--- config.mk ---
export PLATFORM = sky130hd
export DESIGN_NAME = adcs_sequencer
export DESIGN_NICKNAME = d
export VERILOG_FILES = /design/src/include/adcs_pkg.sv /design/src/rtl/adcs_sequencer.sv /design/src/rtl/adcs_tick_gen.sv
export VERILOG_INCLUDE_DIRS = /design/src /design/src/include
export SDC_FILE = /design/constraint.sdc
export NUM_CORES = 1
export LEC_CHECK = 0
export BUFFER_PORTS_ARGS = -buffer_cell sky130_fd_sc_hd__buf_2
export CORE_MARGIN = 3
export CORE_UTILIZATION = 59
export DETAILED_ROUTE_END_ITERATION = 7
export GPL_ROUTABILITY_DRIVEN = 0
export GPL_TIMING_DRIVEN = 0
export PLACE_DENSITY = 0.81
export SYNTH_ARGS = -nofsm -noshare
export SYNTH_HDL_FRONTEND = slang
export SYNTH_SLANG_ARGS = --single-unit
--- constraint.sdc ---
create_clock -name mclk_i -period 3.3 [get_ports mclk_i]
set_input_delay 0.33 -clock mclk_i [delete_from_list [all_inputs] [get_ports mclk_i]]
set_output_delay 0.33 -clock mclk_i [all_outputs]
set_load 0.01 [all_outputs]
--- src/include/adcs_map.svh ---
/*
 * Register offsets, field positions, reset values and timing counts of the
 * conversion sequencer. Assumes inclusion by the top module and the tick generator.
 */
`ifndef ADCS_MAP_SVH
`define ADCS_MAP_SVH

`define ADCS_OFF_CTRL      4'h0
`define ADCS_OFF_PCFG      4'h1
`define ADCS_OFF_RESULT    4'h2
`define ADCS_OFF_IRQ_STAT  4'h3
`define ADCS_OFF_IRQ_EN    4'h4
`define ADCS_OFF_IRQ_CLR   4'h5
`define ADCS_OFF_PORT      4'h6
`define ADCS_OFF_DIR       4'h7

`define ADCS_CTRL_ON       0
`define ADCS_CTRL_GO       2
`define ADCS_CTRL_CHAN_LO  3
`define ADCS_CTRL_CLK_LO   6

`define ADCS_CTRL_RST      8'h00
`define ADCS_PCFG_RST      8'h00
`define ADCS_DIR_RST       8'hFF
`define ADCS_RESULT_RST    8'h00

`define ADCS_CONV_HALVES   19
`define ADCS_RECOV_HALVES  4
`define ADCS_DIV_FAST      2
`define ADCS_DIV_MID       8
`define ADCS_DIV_SLOW      32
`define ADCS_RC_DIV        400

`endif

--- src/include/adcs_pkg.sv ---
/*
 * Types of the conversion sequencer.
 * Assumes the map header sits in the include path.
 */
`default_nettype none
package adcs_pkg;
    typedef enum logic [2:0] {
        ADCS_IDLE  = 3'b001,
        ADCS_CONV  = 3'b010,
        ADCS_RECOV = 3'b100
    } adcs_state_e;

    typedef logic [7:0] adcs_byte_t;
endpackage : adcs_pkg
`default_nettype wire

--- src/rtl/adcs_sequencer.sv ---
/*
 * Conversion sequencer for an 8-bit successive approximation converter:
 * control, port configuration, result, interrupt registers and timing.
 * Assumes a comparator on the analog side answering each trial, and
 * port pins arriving asynchronously.
 */
// The address-and-strobe port and the address map were chosen for this implementation.
// Notes on behaviour
// - A full conversion lasts nine and a half bit periods.
// - Clock select 00/01/10 gives 2, 8, 32 oscillator periods; 11 internal RC.
// - Two bit periods of recovery follow a conversion, hold capacitor disconnected.
// - Clearing the start flag mid conversion aborts it at once.
// - An aborted conversion leaves the result untouched.
// - After abort, wait two bit periods then acquire the selected channel.
// - Completion sets the done flag and clears the start flag.
// - Port reads show zero on pins configured as analog.
// - Analog pins should be inputs; an output pin converts its driven level.
// - Conversion runs regardless of channel and direction settings.
// - The result loads together with the completion signal.
`include "adcs_map.svh"
`default_nettype none
module adcs_sequencer
    import adcs_pkg::*;
#(
    parameter int RC_DIV = `ADCS_RC_DIV
) (
    input  wire logic           mclk_i,      // 100 MHz clock
    input  wire logic           rst_i,       // Sync reset
    input  wire logic [3:0]     addr_i,      // Register index
    input  wire adcs_pkg::adcs_byte_t wdata_i, // Write data
    input  wire logic           wr_i,        // Write strobe
    input  wire logic           rd_i,        // Read strobe
    output adcs_pkg::adcs_byte_t rdata_o,    // Read data
    input  wire logic           cmp_i,       // Comparator: input above trial
    input  wire logic [7:0]     pin_i,       // Port pin levels
    output logic [7:0]          trial_o,     // Trial code to DAC
    output logic [2:0]          chan_o,      // Selected channel
    output logic                hold_conn_o, // Hold capacitor connected
    output logic                irq_o        // Interrupt level
);
    typedef struct packed {
        adcs_state_e state;
        logic [7:0]  ctrl;
        logic [2:0]  pcfg;
        logic [7:0]  result;
        logic [7:0]  sar;
        logic [7:0]  dir;
        logic [4:0]  half_cnt;
        logic        done;
        logic        done_en;
        logic [7:0]  rdata;
        logic [7:0]  trial;
        logic [2:0]  chan;
        logic        hold;
        logic        restart;
        logic        irq;
        logic [7:0]  pin_a;
        logic [7:0]  pin_b;
    } adcs_state_s;

    adcs_state_s st_r;
    adcs_state_s st_nxt;
    logic        tick;
    logic        running;
    logic [7:0]  analog_mask;
    logic [2:0]  bit_idx;
    logic        go_write;
    logic        go_clear;

    if (RC_DIV < 4 || RC_DIV > 65535) begin : g_bad_div
        $error("RC_DIV out of range");
    end

    assign running = (st_r.state != ADCS_IDLE);

    adcs_tick_gen #(
        .RC_DIV (RC_DIV)
    ) u_tick (
        .mclk_i (mclk_i),
        .rst_i  (rst_i),
        .run_i  (running && !st_r.restart),
        .sel_i  (st_r.ctrl[`ADCS_CTRL_CLK_LO +: 2]),
        .tick_o (tick)
    );

    // Analog pin map from port configuration
    always_comb begin
        case (st_r.pcfg)
            3'b000, 3'b001: analog_mask = 8'hFF;
            3'b010, 3'b011: analog_mask = 8'h1F;
            3'b100, 3'b101: analog_mask = 8'h0B;
            default:        analog_mask = 8'h00;
        endcase
    end

    assign go_write = wr_i && addr_i == `ADCS_OFF_CTRL;
    assign go_clear = go_write && !wdata_i[`ADCS_CTRL_GO];

    always_comb begin
        st_nxt       = st_r;
        st_nxt.pin_a = pin_i;
        st_nxt.pin_b = st_r.pin_a;
        st_nxt.restart = 1'b0;
        bit_idx      = 3'(7 - (st_r.half_cnt >> 1));

        if (wr_i) begin
            case (addr_i)
                `ADCS_OFF_CTRL:    st_nxt.ctrl = {wdata_i[7:3], wdata_i[`ADCS_CTRL_GO] && st_r.ctrl[`ADCS_CTRL_ON],
                                                  1'b0, wdata_i[0]};
                `ADCS_OFF_PCFG:    st_nxt.pcfg = wdata_i[2:0];
                `ADCS_OFF_RESULT:  st_nxt.result = wdata_i;
                `ADCS_OFF_IRQ_EN:  st_nxt.done_en = wdata_i[0];
                `ADCS_OFF_IRQ_CLR: if (wdata_i[0]) st_nxt.done = 1'b0;
                `ADCS_OFF_DIR:     st_nxt.dir = wdata_i;
                default:           st_nxt.ctrl = st_r.ctrl;
            endcase
        end

        case (st_r.state)
            ADCS_IDLE: begin
                st_nxt.hold = st_r.ctrl[`ADCS_CTRL_ON];
                // A start only counts when the converter was already on
                if (st_r.ctrl[`ADCS_CTRL_GO] && st_r.ctrl[`ADCS_CTRL_ON]) begin
                    st_nxt.state    = ADCS_CONV;
                    st_nxt.half_cnt = 5'h00;
                    st_nxt.sar      = 8'h00;
                    st_nxt.trial    = 8'h80;
                    st_nxt.hold     = 1'b0;
                end else if (st_r.ctrl[`ADCS_CTRL_GO]) begin
                    st_nxt.ctrl[`ADCS_CTRL_GO] = 1'b0;
                end
            end
            ADCS_CONV: begin
                st_nxt.hold = 1'b0;
                if (go_clear || !st_r.ctrl[`ADCS_CTRL_ON]) begin
                    st_nxt.state    = ADCS_RECOV;
                    st_nxt.half_cnt = 5'h00;
                    // Realign the tick so the wait is never cut short
                    st_nxt.restart  = 1'b1;
                end else if (tick) begin
                    st_nxt.half_cnt = st_r.half_cnt + 5'h01;
                    // Decide one bit at the end of each of the first eight full periods
                    if (st_r.half_cnt[0] && st_r.half_cnt < 5'd16) begin
                        st_nxt.sar[bit_idx] = cmp_i;
                        st_nxt.trial        = (st_r.sar | (8'(cmp_i) << bit_idx));
                        if (bit_idx != 3'd0) begin
                            st_nxt.trial[bit_idx - 3'd1] = 1'b1;
                        end
                    end
                    if (st_r.half_cnt + 5'h01 == 5'(`ADCS_CONV_HALVES)) begin
                        st_nxt.result               = st_r.sar;
                        st_nxt.done                 = 1'b1;
                        st_nxt.ctrl[`ADCS_CTRL_GO] = 1'b0;
                        st_nxt.state                = ADCS_RECOV;
                        st_nxt.half_cnt             = 5'h00;
                    end
                end
            end
            ADCS_RECOV: begin
                st_nxt.hold = 1'b0;
                if (tick && !st_r.restart) begin
                    st_nxt.half_cnt = st_r.half_cnt + 5'h01;
                    if (st_r.half_cnt + 5'h01 == 5'(`ADCS_RECOV_HALVES)) begin
                        st_nxt.state                = ADCS_IDLE;
                        st_nxt.ctrl[`ADCS_CTRL_GO] = 1'b0;
                        st_nxt.half_cnt             = 5'h00;
                    end
                end
            end
            default: st_nxt.state = ADCS_IDLE;
        endcase

        // A start written while recovering is cleared when recovery ends; only an idle write starts a conversion
        if (go_write && wdata_i[`ADCS_CTRL_GO] && st_r.state == ADCS_IDLE && st_r.ctrl[`ADCS_CTRL_ON]) begin
            st_nxt.ctrl[`ADCS_CTRL_GO] = 1'b1;
        end
        if (go_write && wdata_i[`ADCS_CTRL_GO] && st_r.state == ADCS_CONV) begin
            st_nxt.ctrl[`ADCS_CTRL_GO] = st_nxt.ctrl[`ADCS_CTRL_GO];
        end

        st_nxt.rdata = 8'h00;
        if (rd_i) begin
            case (addr_i)
                `ADCS_OFF_CTRL:     st_nxt.rdata = {st_r.ctrl[7:3], running && st_r.state == ADCS_CONV
                                                    ? 1'b1 : st_r.ctrl[2], 1'b0, st_r.ctrl[0]};
                `ADCS_OFF_PCFG:     st_nxt.rdata = {5'h00, st_r.pcfg};
                `ADCS_OFF_RESULT:   st_nxt.rdata = st_r.result;
                `ADCS_OFF_IRQ_STAT: st_nxt.rdata = {7'h00, st_r.done};
                `ADCS_OFF_IRQ_EN:   st_nxt.rdata = {7'h00, st_r.done_en};
                `ADCS_OFF_PORT:     st_nxt.rdata = st_r.pin_b & ~analog_mask;
                `ADCS_OFF_DIR:      st_nxt.rdata = st_r.dir;
                default:            st_nxt.rdata = 8'h00;
            endcase
        end

        // Event set wins over a same-cycle clear
        if (st_r.state == ADCS_CONV && tick && !go_clear && st_r.ctrl[`ADCS_CTRL_ON]
            && st_r.half_cnt + 5'h01 == 5'(`ADCS_CONV_HALVES)) begin
            st_nxt.done = 1'b1;
        end
        st_nxt.chan = st_nxt.ctrl[`ADCS_CTRL_CHAN_LO +: 3];
        st_nxt.irq  = st_nxt.done && st_nxt.done_en;
    end

    always_ff @(posedge mclk_i) begin
        if (rst_i) begin
            st_r          <= '0;
            st_r.state    <= ADCS_IDLE;
            st_r.ctrl     <= `ADCS_CTRL_RST;
            st_r.pcfg     <= 3'(`ADCS_PCFG_RST);
            st_r.dir      <= `ADCS_DIR_RST;
            st_r.result   <= `ADCS_RESULT_RST;
        end else begin
            st_r <= st_nxt;
        end
    end

    assign rdata_o     = st_r.rdata;
    assign trial_o     = st_r.trial;
    assign chan_o      = st_r.chan;
    assign hold_conn_o = st_r.hold;
    assign irq_o       = st_r.irq;
endmodule : adcs_sequencer
`default_nettype wire

--- src/rtl/adcs_tick_gen.sv ---
/*
 * Half bit period tick generator for the conversion clock.
 * Assumes a single clock and synchronous active high reset.
 */
`include "adcs_map.svh"
`default_nettype none
module adcs_tick_gen #(
    parameter int RC_DIV = `ADCS_RC_DIV
) (
    input  wire logic       mclk_i,     // System clock
    input  wire logic       rst_i,      // Sync reset
    input  wire logic       run_i,      // Counting enable
    input  wire logic [1:0] sel_i,      // Clock source code
    output logic            tick_o      // Half period pulse
);
    typedef struct packed {
        logic [15:0] cnt;
        logic        tick;
    } adcs_tick_s;

    adcs_tick_s st_r;
    adcs_tick_s st_nxt;
    logic [15:0] half;

    if (RC_DIV < 4 || RC_DIV > 65535) begin : g_bad_div
        $error("RC_DIV out of range");
    end

    always_comb begin
        case (sel_i)
            2'b00:   half = 16'(`ADCS_DIV_FAST / 2);
            2'b01:   half = 16'(`ADCS_DIV_MID / 2);
            2'b10:   half = 16'(`ADCS_DIV_SLOW / 2);
            default: half = 16'(RC_DIV / 2);
        endcase
    end

    always_comb begin
        st_nxt      = st_r;
        st_nxt.tick = 1'b0;
        if (!run_i) begin
            st_nxt.cnt = 16'h0000;
        end else if (st_r.cnt + 16'h0001 >= half) begin
            st_nxt.cnt  = 16'h0000;
            st_nxt.tick = 1'b1;
        end else begin
            st_nxt.cnt = st_r.cnt + 16'h0001;
        end
    end

    always_ff @(posedge mclk_i) begin
        if (rst_i) begin
            st_r <= '0;
        end else begin
            st_r <= st_nxt;
        end
    end

    assign tick_o = st_r.tick;
endmodule : adcs_tick_gen
`default_nettype wire

======== Word level (Yosys, flattened, before mapping) ========
Cells that the tools add are included.
storage, ports and cells
  output and inout bits ................... 21
  logic and storage cells ................. 170
  register bits ........................... 99
  input bits .............................. 25
cells by class
  add/subtract/negate cells ............... 4
  shift operators ......................... 1
  equality and inequality tests ........... 28
  bitwise operators ....................... 7
  multiplexer cells ....................... 60
  reductions and logical operators ........ 44
  order comparisons ....................... 6
operators by type and width
  cell                                                                    number
  8-bit 2-to-1 mux                                                        10
  8-bit case mux with 7 select lines                                      1
  8-bit case mux with 3 select lines                                      2
  16-bit 2-to-1 mux                                                       2
  8-bit case mux with 2 select lines                                      2
  3-bit 2-to-1 mux                                                        7
  1-bit 2-to-1 mux                                                        20
  5-bit 2-to-1 mux                                                        4
  1-bit logical AND                                                       18
  6-bit 2-to-1 mux                                                        3
  17-bit 2-to-1 mux                                                       1
  16-bit by 1-bit adder with 16-bit output (second input constant)        1
  4-bit by 3-bit equality test with 1-bit output (second input constant)  4
  16-bit by 8-bit >= comparator with 1-bit output                         1
  8-bit bitwise OR                                                        2
  5-bit case mux with 3 select lines                                      1
  2-bit OR reduction                                                      7
  2-bit inequality test (second input constant)                           5
  5-bit AND reduction                                                     2
  3-bit by 2-bit equality test with 1-bit output (second input constant)  3
  3-bit equality test (second input constant)                             3
  3-bit case mux with 3 select lines                                      1
  8-bit bitwise AND                                                       1
  8-bit bitwise mux                                                       1
  other kinds (33)                                                        48

======== Logic depth before layout (Yosys ltp) ========
Gate-level depths: netlist (run 1).
  depth after elaboration ................. 12
  mapped depth ............................ 11
  gate-level depth less buffers ........... 10

======== Hierarchy ========
Synthesis (run 1) repeated with hierarchy kept, for this count alone.
unflattened totals
  cells, all modules ...................... 549
  area, all modules ....................... 4768.3 µm²
by module, submodules not included
  module          area an instance (µm²)  cells an instance  instances  sequential area each (µm²)
  adcs_sequencer  3880.0                  454                1          1581.5
  adcs_tick_gen   888.4                   95                 1          340.3

======== Least setup slack after synthesis (run 1) ========
Ideal clock, no wire load.
  kind .................................... reg-to-reg
  start point ............................. register u_tick.st_r[1] (netlist bit)
  end point ............................... register u_tick.st_r[6] (netlist bit)
  path buffers ............................ 1
  period minus slack after synthesis ...... 2.576 ns
  path slack .............................. 0.724 ns
  cell stages (with the launch flop) ...... 11
  data required time ...................... 3.214 ns
  arrival ................................. 2.491 ns
  library setup time ...................... 0.086 ns
  cell sequence ........................... dfxtp_1 > ha_1 > nand3_1 > xnor2_1 > ha_1 > and3_1 > a221oi_2 > a31oi_1 > or4_1 > buf_2 > a211oi_1
between the ends
  longest elaborated chain between the ends .. 3
RTL lines
  item                                             RTL line                                  text
  start: declaration                               adcs_tick_gen.sv:21                       adcs_tick_s st_r;
  start signal: assignment                         adcs_tick_gen.sv:55                       st_r <= st_nxt;
  16-bit by 1-bit adder with 16-bit output (*)     adcs_tick_gen.sv:43, adcs_tick_gen.sv:47
  16-bit by 8-bit >= comparator with 1-bit output  adcs_tick_gen.sv:43                       end else if (st_r.cnt + 16'h0001 >= half) begin
  3-bit OR reduction (no source line)              --
Every way passes the cells marked *; elsewhere a longest branch is shown, timed or not.
A chain may end at the register's enable or synchronous reset.

======== Worst setup path after layout (run 1) ========
Ends and elaborated chain as after synthesis.

==> results.sh, run 1 <==
export IMPL_arrival_ps=3270
export IMPL_grt_pass1_vias=3794
export IMPL_num_fill_cells=595
export IMPL_slew_headroom_pct=40.4
export IMPL_cts_root_buffer="clkbuf_8"
export IMPL_critPathKind="reg2reg"
export IMPL_hp_class="in2reg"
export IMPL_dieArea_sq_um=8730
export IMPL_coreArea_sq_um=7330
export IMPL_clock_skew_ps=8.43
export IMPL_syn_area_sq_um=4510
export IMPL_drive_gt1_share_pct=15.7
export IMPL_rsz0062_at_grt="no"
export IMPL_vias=4053
export IMPL_wl_um=10900
export IMPL_slowest_delay_ps=520
export IMPL_ys_flop_type="dfxtp_1"
export IMPL_tns_ps=0
export IMPL_fin_nets=617
export IMPL_diodes=0
export IMPL_cellPowerDensity_nw_per_um2=410
export IMPL_ys_seq_elements=96
export IMPL_slowest_stage="or4_1"
export IMPL_clockBufferDepth=2
export IMPL_finalMaxSlewViolations=0
export IMPL_grt_usage_pct=26.0
export IMPL_cp_start_kind="flip-flop"
export IMPL_grt_max_degree=18
export IMPL_wl_per_cell_um=15.9
export IMPL_post_synth_num_cell_types=59
export IMPL_dp_cells=669
export IMPL_cts_sinks=96
export IMPL_crit_required_ps=3580
export IMPL_portBuffers=44
export IMPL_ctsHtreeMaxLevel=3
export IMPL_maxCapViolations=0
export IMPL_tightest_slew_ps=889
export IMPL_grt_pass1_wl_um=17900
export IMPL_status="finished, final reports clean"
export IMPL_path_max_fanout=9
export IMPL_drt_iter0_markers=323
export IMPL_setup_violations=0
export IMPL_start_util_pct=61.6
export IMPL_clock_latency_ps=370
export IMPL_syn_avg_cell_area_sq_um=8.70
export IMPL_fin_crit_ps=2980
export IMPL_drc_errors=0
export IMPL_first_pass_iters=7
export IMPL_via_per_inst=5.93
export IMPL_cts_setup_buffers=0
export IMPL_stdcell_count=684
export IMPL_crit_chain="ha_1 -> nand3_1 -> xnor2_1 -> ha_1 -> and3_1 -> a221oi_2 -> a31oi_1 -> or4_1 -> buf_2 -> a211oi_1"
export IMPL_die_x_um=93.5
export IMPL_dp_hpwl_um=8010
export IMPL_peakVddDrop_v=0.000304
export IMPL_syn_instance_count=519
export IMPL_area_delta_synth_final_pct=12.6
export IMPL_synth_edf_count=0
export IMPL_ctsResizeCount=0
export IMPL_cts_tree="built"
export IMPL_ys_async_sr_fraction_pct=0
export IMPL_cts_hold_buf=0
export IMPL_ys_seq_area_share_pct=42.6
export IMPL_cts_made_buffers=9
export IMPL_hold_violations=0
export IMPL_ys_warnings_count=0
export IMPL_overflow=0
export IMPL_endpoint_kind="flip-flop"
export IMPL_std_cell_rows=31
export IMPL_max_freq_mhz=335
export IMPL_antenna_found_initial=0
export IMPL_p_leak_uw=0.00208
export IMPL_crit_top_cell="ha_1"
export IMPL_antenna_left=0
export IMPL_clk_pin_slew_ps=100
export IMPL_r2r_setup_slack_ps=320
export IMPL_post_route_period_util_pct=90.3
export IMPL_die_height_um=93.5
export IMPL_boundaryPins=46
cells by family (layout without fill, tap and decap cells):
kind of cell / Yosys count / after routing / share of synthesized area (%)
simple gates: 211 / 211 / 24.1
mux: 9 / 9 / 2.00
compound gates: 121 / 121 / 19.6
flops: 96 / 96 / 42.6
other cells: 1 / 8 / 0.0831
fa+ha+maj: 11 / 11 / 3.05
xor+xnor: 9 / 9 / 1.75
buf+inv: 61 / 120 / 6.85
worst max-delay path, delay by kind of cell, from the launching register on:
kind            cells  cell delay [ps]
compound gates      3              600
xor+xnor            1              270
fa+ha+maj           2              540
buf+inv             1              190
flops               1              440
simple gates        3              850
metal layers:
layer | vias to the layer above | GRT usage (%) | wire [um]
li1 | 1971 | - | -
met2 | 181 | 41.5 | 5010
met4 | 0 | 10.9 | 399
met1 | 1868 | 32.8 | 4650
met3 | 33 | 7.48 | 802
met5 | - | 0 | 0
report_power, final:
group / switching [uW] / leakage (uW) / internal (uW)
sequential: 10.2 / 0.000781 / 1180
combinational: 71.2 / 0.00119 / 40.6
clock: 427 / 0.000102 / 359
per-stage QoR:
| stage | total power [uW] | cell area (sq um) | utilization (%) | hold WS (ps) | setup slack (ps) |
|---|---|---|---|---|---|
| 2_1_floorplan | 1280 | 4540 | - | 414 | 724 |
| 3_5_place_dp | 1320 | 4880 | 66.6 | 425 | 432 |
| 3_3_place_gp | 1320 | 4880 | 66.6 | 417 | 454 |
| 5_1_grt | 2160 | 5080 | 69.3 | 164 | 138 |
| 6_report | 2090 | 5080 | 69.3 | 160 | 319 |
| 4_1_cts | 2100 | 5080 | 69.3 | 159 | 339 |
sequential cells by signal (all words and copies together), names as in the netlist:
| register | flops |
|---|---|
| u_tick.st_r | 16 |
| trial_o | 8 |
| irq_o | 1 |
| rdata_o | 8 |
| st_r | 53 |
| u_tick.tick_o | 1 |
| st_nxt | 8 |
| hold_conn_o | 1 |
path summary, 6_finish.rpt:
check,from,to,cells after the start
setup reg to reg,u_tick.st_r[1],u_tick.st_r[6],10
hold reg to reg,st_nxt[2],st_r[2],1
hold / removal,pin_i[5],st_nxt[5],2
setup / recovery,u_tick.st_r[1],u_tick.st_r[6],10
cells in the final DEF, fill, tap and decap left out, types with 9 or more instances in the layout:
cell type	n
a21oi_1	28
nor2b_1	25
ha_1	11
mux2i_1	9
o21ai_0	12
nor2_1	52
a22o_1	11
nor3b_1	11
nand3_1	25
buf_4	19
dfxtp_1	96
nor3_1	19
nand2_1	38
inv_1	14
a31oi_1	14
buf_2	51
clkbuf_8	9
clkbuf_1	19
final cells by class:
cell class                      count  area, sq um  area share (%)
Inverter                           14         52.6            1.03
Clock buffer                        9          124            2.44
Multi-Input combinational cell    369         2310            45.4
Tap cell                           99          124            2.44
Buffer                             47          256            5.05
Clock inverter                      6         76.3            1.50
Timing Repair Buffer               44          220            4.33
Sequential cell                    96         1920            37.8
synthesized netlist by cell type, drive strengths merged (12+ instances only):
library cell	number	area [sq um]
o21ai	12	60.1
nor2	53	206
nor2b	25	156
nand3	25	125
a21oi	28	140
dfxtp	96	1920
inv	14	52.6
nand2	38	143
a31oi	14	87.6
buf	28	185
nor3	19	95.1
clkbuf	19	71.3
Note: power is estimated with default switching activity, not from simulation.
==> run 2, diff against run 1 <==
- ABC_AREA: default -> 1
- PLACE_DENSITY: 0.81 -> 0.8
==> run 2 against run 1 <==
Net effect: worst hold slack got worse by 8.6 ps; global-route usage fell by 1.8 points; clock-buffer cell count did not move; combinational power rose to 6.3 times the previous value.
==> results.sh, run 2 <==
export IMPL_tightest_slew_ps=579
export IMPL_tns_ps=0
export IMPL_hold_violations=0
export IMPL_regMostFlops="st_r"
export IMPL_dp_cells=845
export IMPL_clock_latency_ps=370
export IMPL_fin_nets=790
export IMPL_synth_top_area_share_pct=39.2
export IMPL_diodes=0
export IMPL_slowest_delay_ps=420
export IMPL_worst_r2r_path_depth=13
export IMPL_mostFrequentLayoutCell="nand2_1"
export IMPL_portBuffers=43
export IMPL_clk_pin_slew_ps=100
export IMPL_grt_usage_pct=24.2
export IMPL_dp_hpwl_um=8660
export IMPL_fin_crit_ps=2370
export IMPL_std_cell_rows=32
export IMPL_ys_seq_area_share_pct=39.2
export IMPL_max_freq_mhz=423
export IMPL_ys_flop_type="dfxtp_1"
export IMPL_cts_made_buffers=9
export IMPL_grt_use_met1_pct=30.4
export IMPL_cp_start_kind="flip-flop"
export IMPL_coreArea_sq_um=7890
export IMPL_antenna_left=0
export IMPL_syn_instance_count=693
export IMPL_ys_warnings_count=0
export IMPL_synth_largest_area_cell="dfxtp_1"
export IMPL_synth_top_family_by_area="simple AND/OR/NAND/NOR gates"
export IMPL_power_total_uw=2700
export IMPL_first_pass_iters=5
export IMPL_post_route_period_util_pct=71.7
export IMPL_clock_skew_ps=7.12
export IMPL_slowest_stage="dfxtp_1"
export IMPL_drive_gt1_share_pct=16.9
export IMPL_hold_path_end="st_nxt[1]"
export IMPL_finalMaxSlewViolations=0
export IMPL_worstHoldPathCells=3
export IMPL_cts_setup_buffers=0
export IMPL_drt_iter0_markers=342
export IMPL_crit_required_ps=3610
export IMPL_fin_ws_ps=933
export IMPL_rr_startpoint="u_tick.st_r[1]"
export IMPL_stdcell_count=861
export IMPL_grt_max_degree=19
export IMPL_die_height_um=97.2
export IMPL_r2r_end="u_tick.st_r[8]"
export IMPL_area_delta_synth_final_pct=11.3
export IMPL_reg_top3="st_r x53, u_tick.st_r x16"
export IMPL_wl_um=11300
export IMPL_intPower_uw=1740
export IMPL_place_ws_ps=930
export IMPL_boundaryPins=46
export IMPL_rsz0062_at_grt="no"
export IMPL_post_synth_num_cell_types=43
export IMPL_seq_power_share_pct=46.7
export IMPL_cts_hold_buf=0
export IMPL_clockBufferDepth=2
export IMPL_grt_pass1_wl_um=19100
export IMPL_mostFrequentLayoutCells="nand2_1, inv_1, dfxtp_1"
export IMPL_maxCapViolations=0
export IMPL_largest_reg_flops=53
export IMPL_die_x_um=97.2
export IMPL_synthSimpleGateAreaFrac_pct=30.0
export IMPL_synth_edf_count=0
export IMPL_ctsResizeCount=0
export IMPL_synthMuxAreaShare_pct=0.204
export IMPL_cts_sinks=96
export IMPL_yosys_cell_count_top_type="nand2_1"
export IMPL_ys_async_sr_fraction_pct=0
export IMPL_p_leak_uw=0.00254
export IMPL_cts_tree="built"
export IMPL_wl_per_cell_um=13.2
export IMPL_ys_seq_elements=96
export IMPL_ys_top_cells_by_area="dfxtp_1, nand2_1, inv_1"
export IMPL_slew_headroom_pct=61.4
export IMPL_grt_use_met3_pct=4.38
export IMPL_hold_start="pin_i[1]"
export IMPL_cellPowerDensity_nw_per_um2=496
export IMPL_antenna_found_initial=0
export IMPL_path_max_fanout=8
export IMPL_switchingPower_uw=963
export IMPL_ctsHtreeMaxLevel=3
export IMPL_syn_avg_cell_area_sq_um=7.07
export IMPL_grt_pass1_vias=4345
export IMPL_switching_share_pct=35.6
export IMPL_status="finished, final reports clean"
export IMPL_synth_compound_area_share_pct=13.0
export IMPL_hp_class="in2reg"
export IMPL_drc_errors=0
export IMPL_clkPwrFrac_pct=27.1
export IMPL_vias=4610
export IMPL_use_met2_pct=40.8
export IMPL_top_usage_layer="met2"
export IMPL_finish_utilization_pct=69.2
export IMPL_endpoint_kind="flip-flop"
export IMPL_num_fill_cells=695
export IMPL_setup_violations=0
export IMPL_critPathKind="reg2reg"
export IMPL_arrival_ps=2670
export IMPL_synth_adder_area_share_pct=2.81
export IMPL_start_util_pct=62.2
export IMPL_dieArea_sq_um=9440
export IMPL_crit_chain="inv_1 -> nor2_1 -> nand2_1 -> xor2_1 -> inv_1 -> ha_1 -> a21oi_1 -> inv_1 -> nor2_1 -> nand2_1 -> nor2_2 -> nand4_4 -> nor2_1"
export IMPL_syn_area_sq_um=4900
export IMPL_peakVddDrop_v=0.000283
export IMPL_synth_xor_area_share_pct=1.61
export IMPL_via_per_inst=5.35
export IMPL_combPwrFrac_pct=26.2
export IMPL_r2r_setup_slack_ps=930
export IMPL_ys_top_cells_by_count="nand2_1, dfxtp_1, inv_1, nor2_1, a21oi_1"
export IMPL_cts_root_buffer="clkbuf_8"
export IMPL_overflow=0
-- run 2: cell types whose count changed after synthesis, sizes merged, moves of 15 or more --
| cell | change |
|---|---|
| a21oi | +15 |
| inv | +87 |
| o21ai | +31 |
| nor2 | +30 |
| nor2b | -25 |
| nand2 | +139 |
-- run 2: cell type report --
| type | count | area [sq um] | share of cell area [%] |
|---|---|---|---|
| multi-input combinational | 462 | 2370 | 43.4 |
| inverter | 104 | 392 | 7.18 |
| clock inverter | 7 | 62.6 | 1.15 |
| buffer | 38 | 249 | 4.56 |
| clock buffer | 9 | 124 | 2.27 |
| tap | 102 | 128 | 2.34 |
| sequential | 96 | 1920 | 35.2 |
| timing repair buffer | 43 | 215 | 3.94 |
-- run 2: worst max-delay path, delay by kind of cell (launching register included) --
kind	cells	cell delay (ps)
buffers and inverters	3	190
AOI/OAI and AO/OA	1	130
DFF	1	420
and+or+nand+nor	7	1050
adders and majority gates	1	310
xor gates and xnor gates	1	220
-- run 2: cells by family after synthesis --
logic type | after synthesis
compound gates | 109
mux | 1
fa+ha+maj | 11
other cells | 1
simple gates | 324
buf+inv | 142
flops | 96
xor+xnor | 9
-- run 2: how the worst max path moves through the flow --
| stage | slack [ps] | depth (start not counted) | start | end |
|---|---|---|---|---|
| after floorplan | 1310 | 13 | u_tick.st_r[1] | u_tick.st_r[1] |
| after global placement | 1010 | 13 | u_tick.st_r[1] | u_tick.st_r[3] |
| after detailed placement | 930 | 13 | u_tick.st_r[1] | u_tick.st_r[8] |
| after CTS | 890 | 13 | u_tick.st_r[1] | u_tick.st_r[8] |
| after global routing | 630 | 13 | u_tick.st_r[1] | u_tick.st_r[5] |
| final | 930 | 13 | u_tick.st_r[1] | u_tick.st_r[8] |
-- run 2: power groups by stage --
stage | registers, uW | clock network (uW) | logic, uW
global route | 1270 | 792 | 791
global placement | 1290 | 0 | 672
detailed placement | 1290 | 0 | 695
floorplan | 1280 | 0 | 549
CTS | 1260 | 748 | 700
finish | 1260 | 732 | 709
-- run 2: per-layer routing --
layer  up-vias  part of all wire [%]  routed length (um)
met5         -                     0                   0
met1      2125                    41                4700
met4         0                   2.0                 228
met3        21                   7.0                 800
li1       2297                     -                   -
met2       167                    50                5620
-- run 2: per-stage QoR --
| step | hold WS, ps | area, sq um |
|---|---|---|
| after floorplan | 388 | 4930 |
| after global placement | 394 | 5270 |
| after detailed placement | 393 | 5270 |
| after CTS | 142 | 5460 |
| after global routing | 148 | 5460 |
| final | 151 | 5460 |
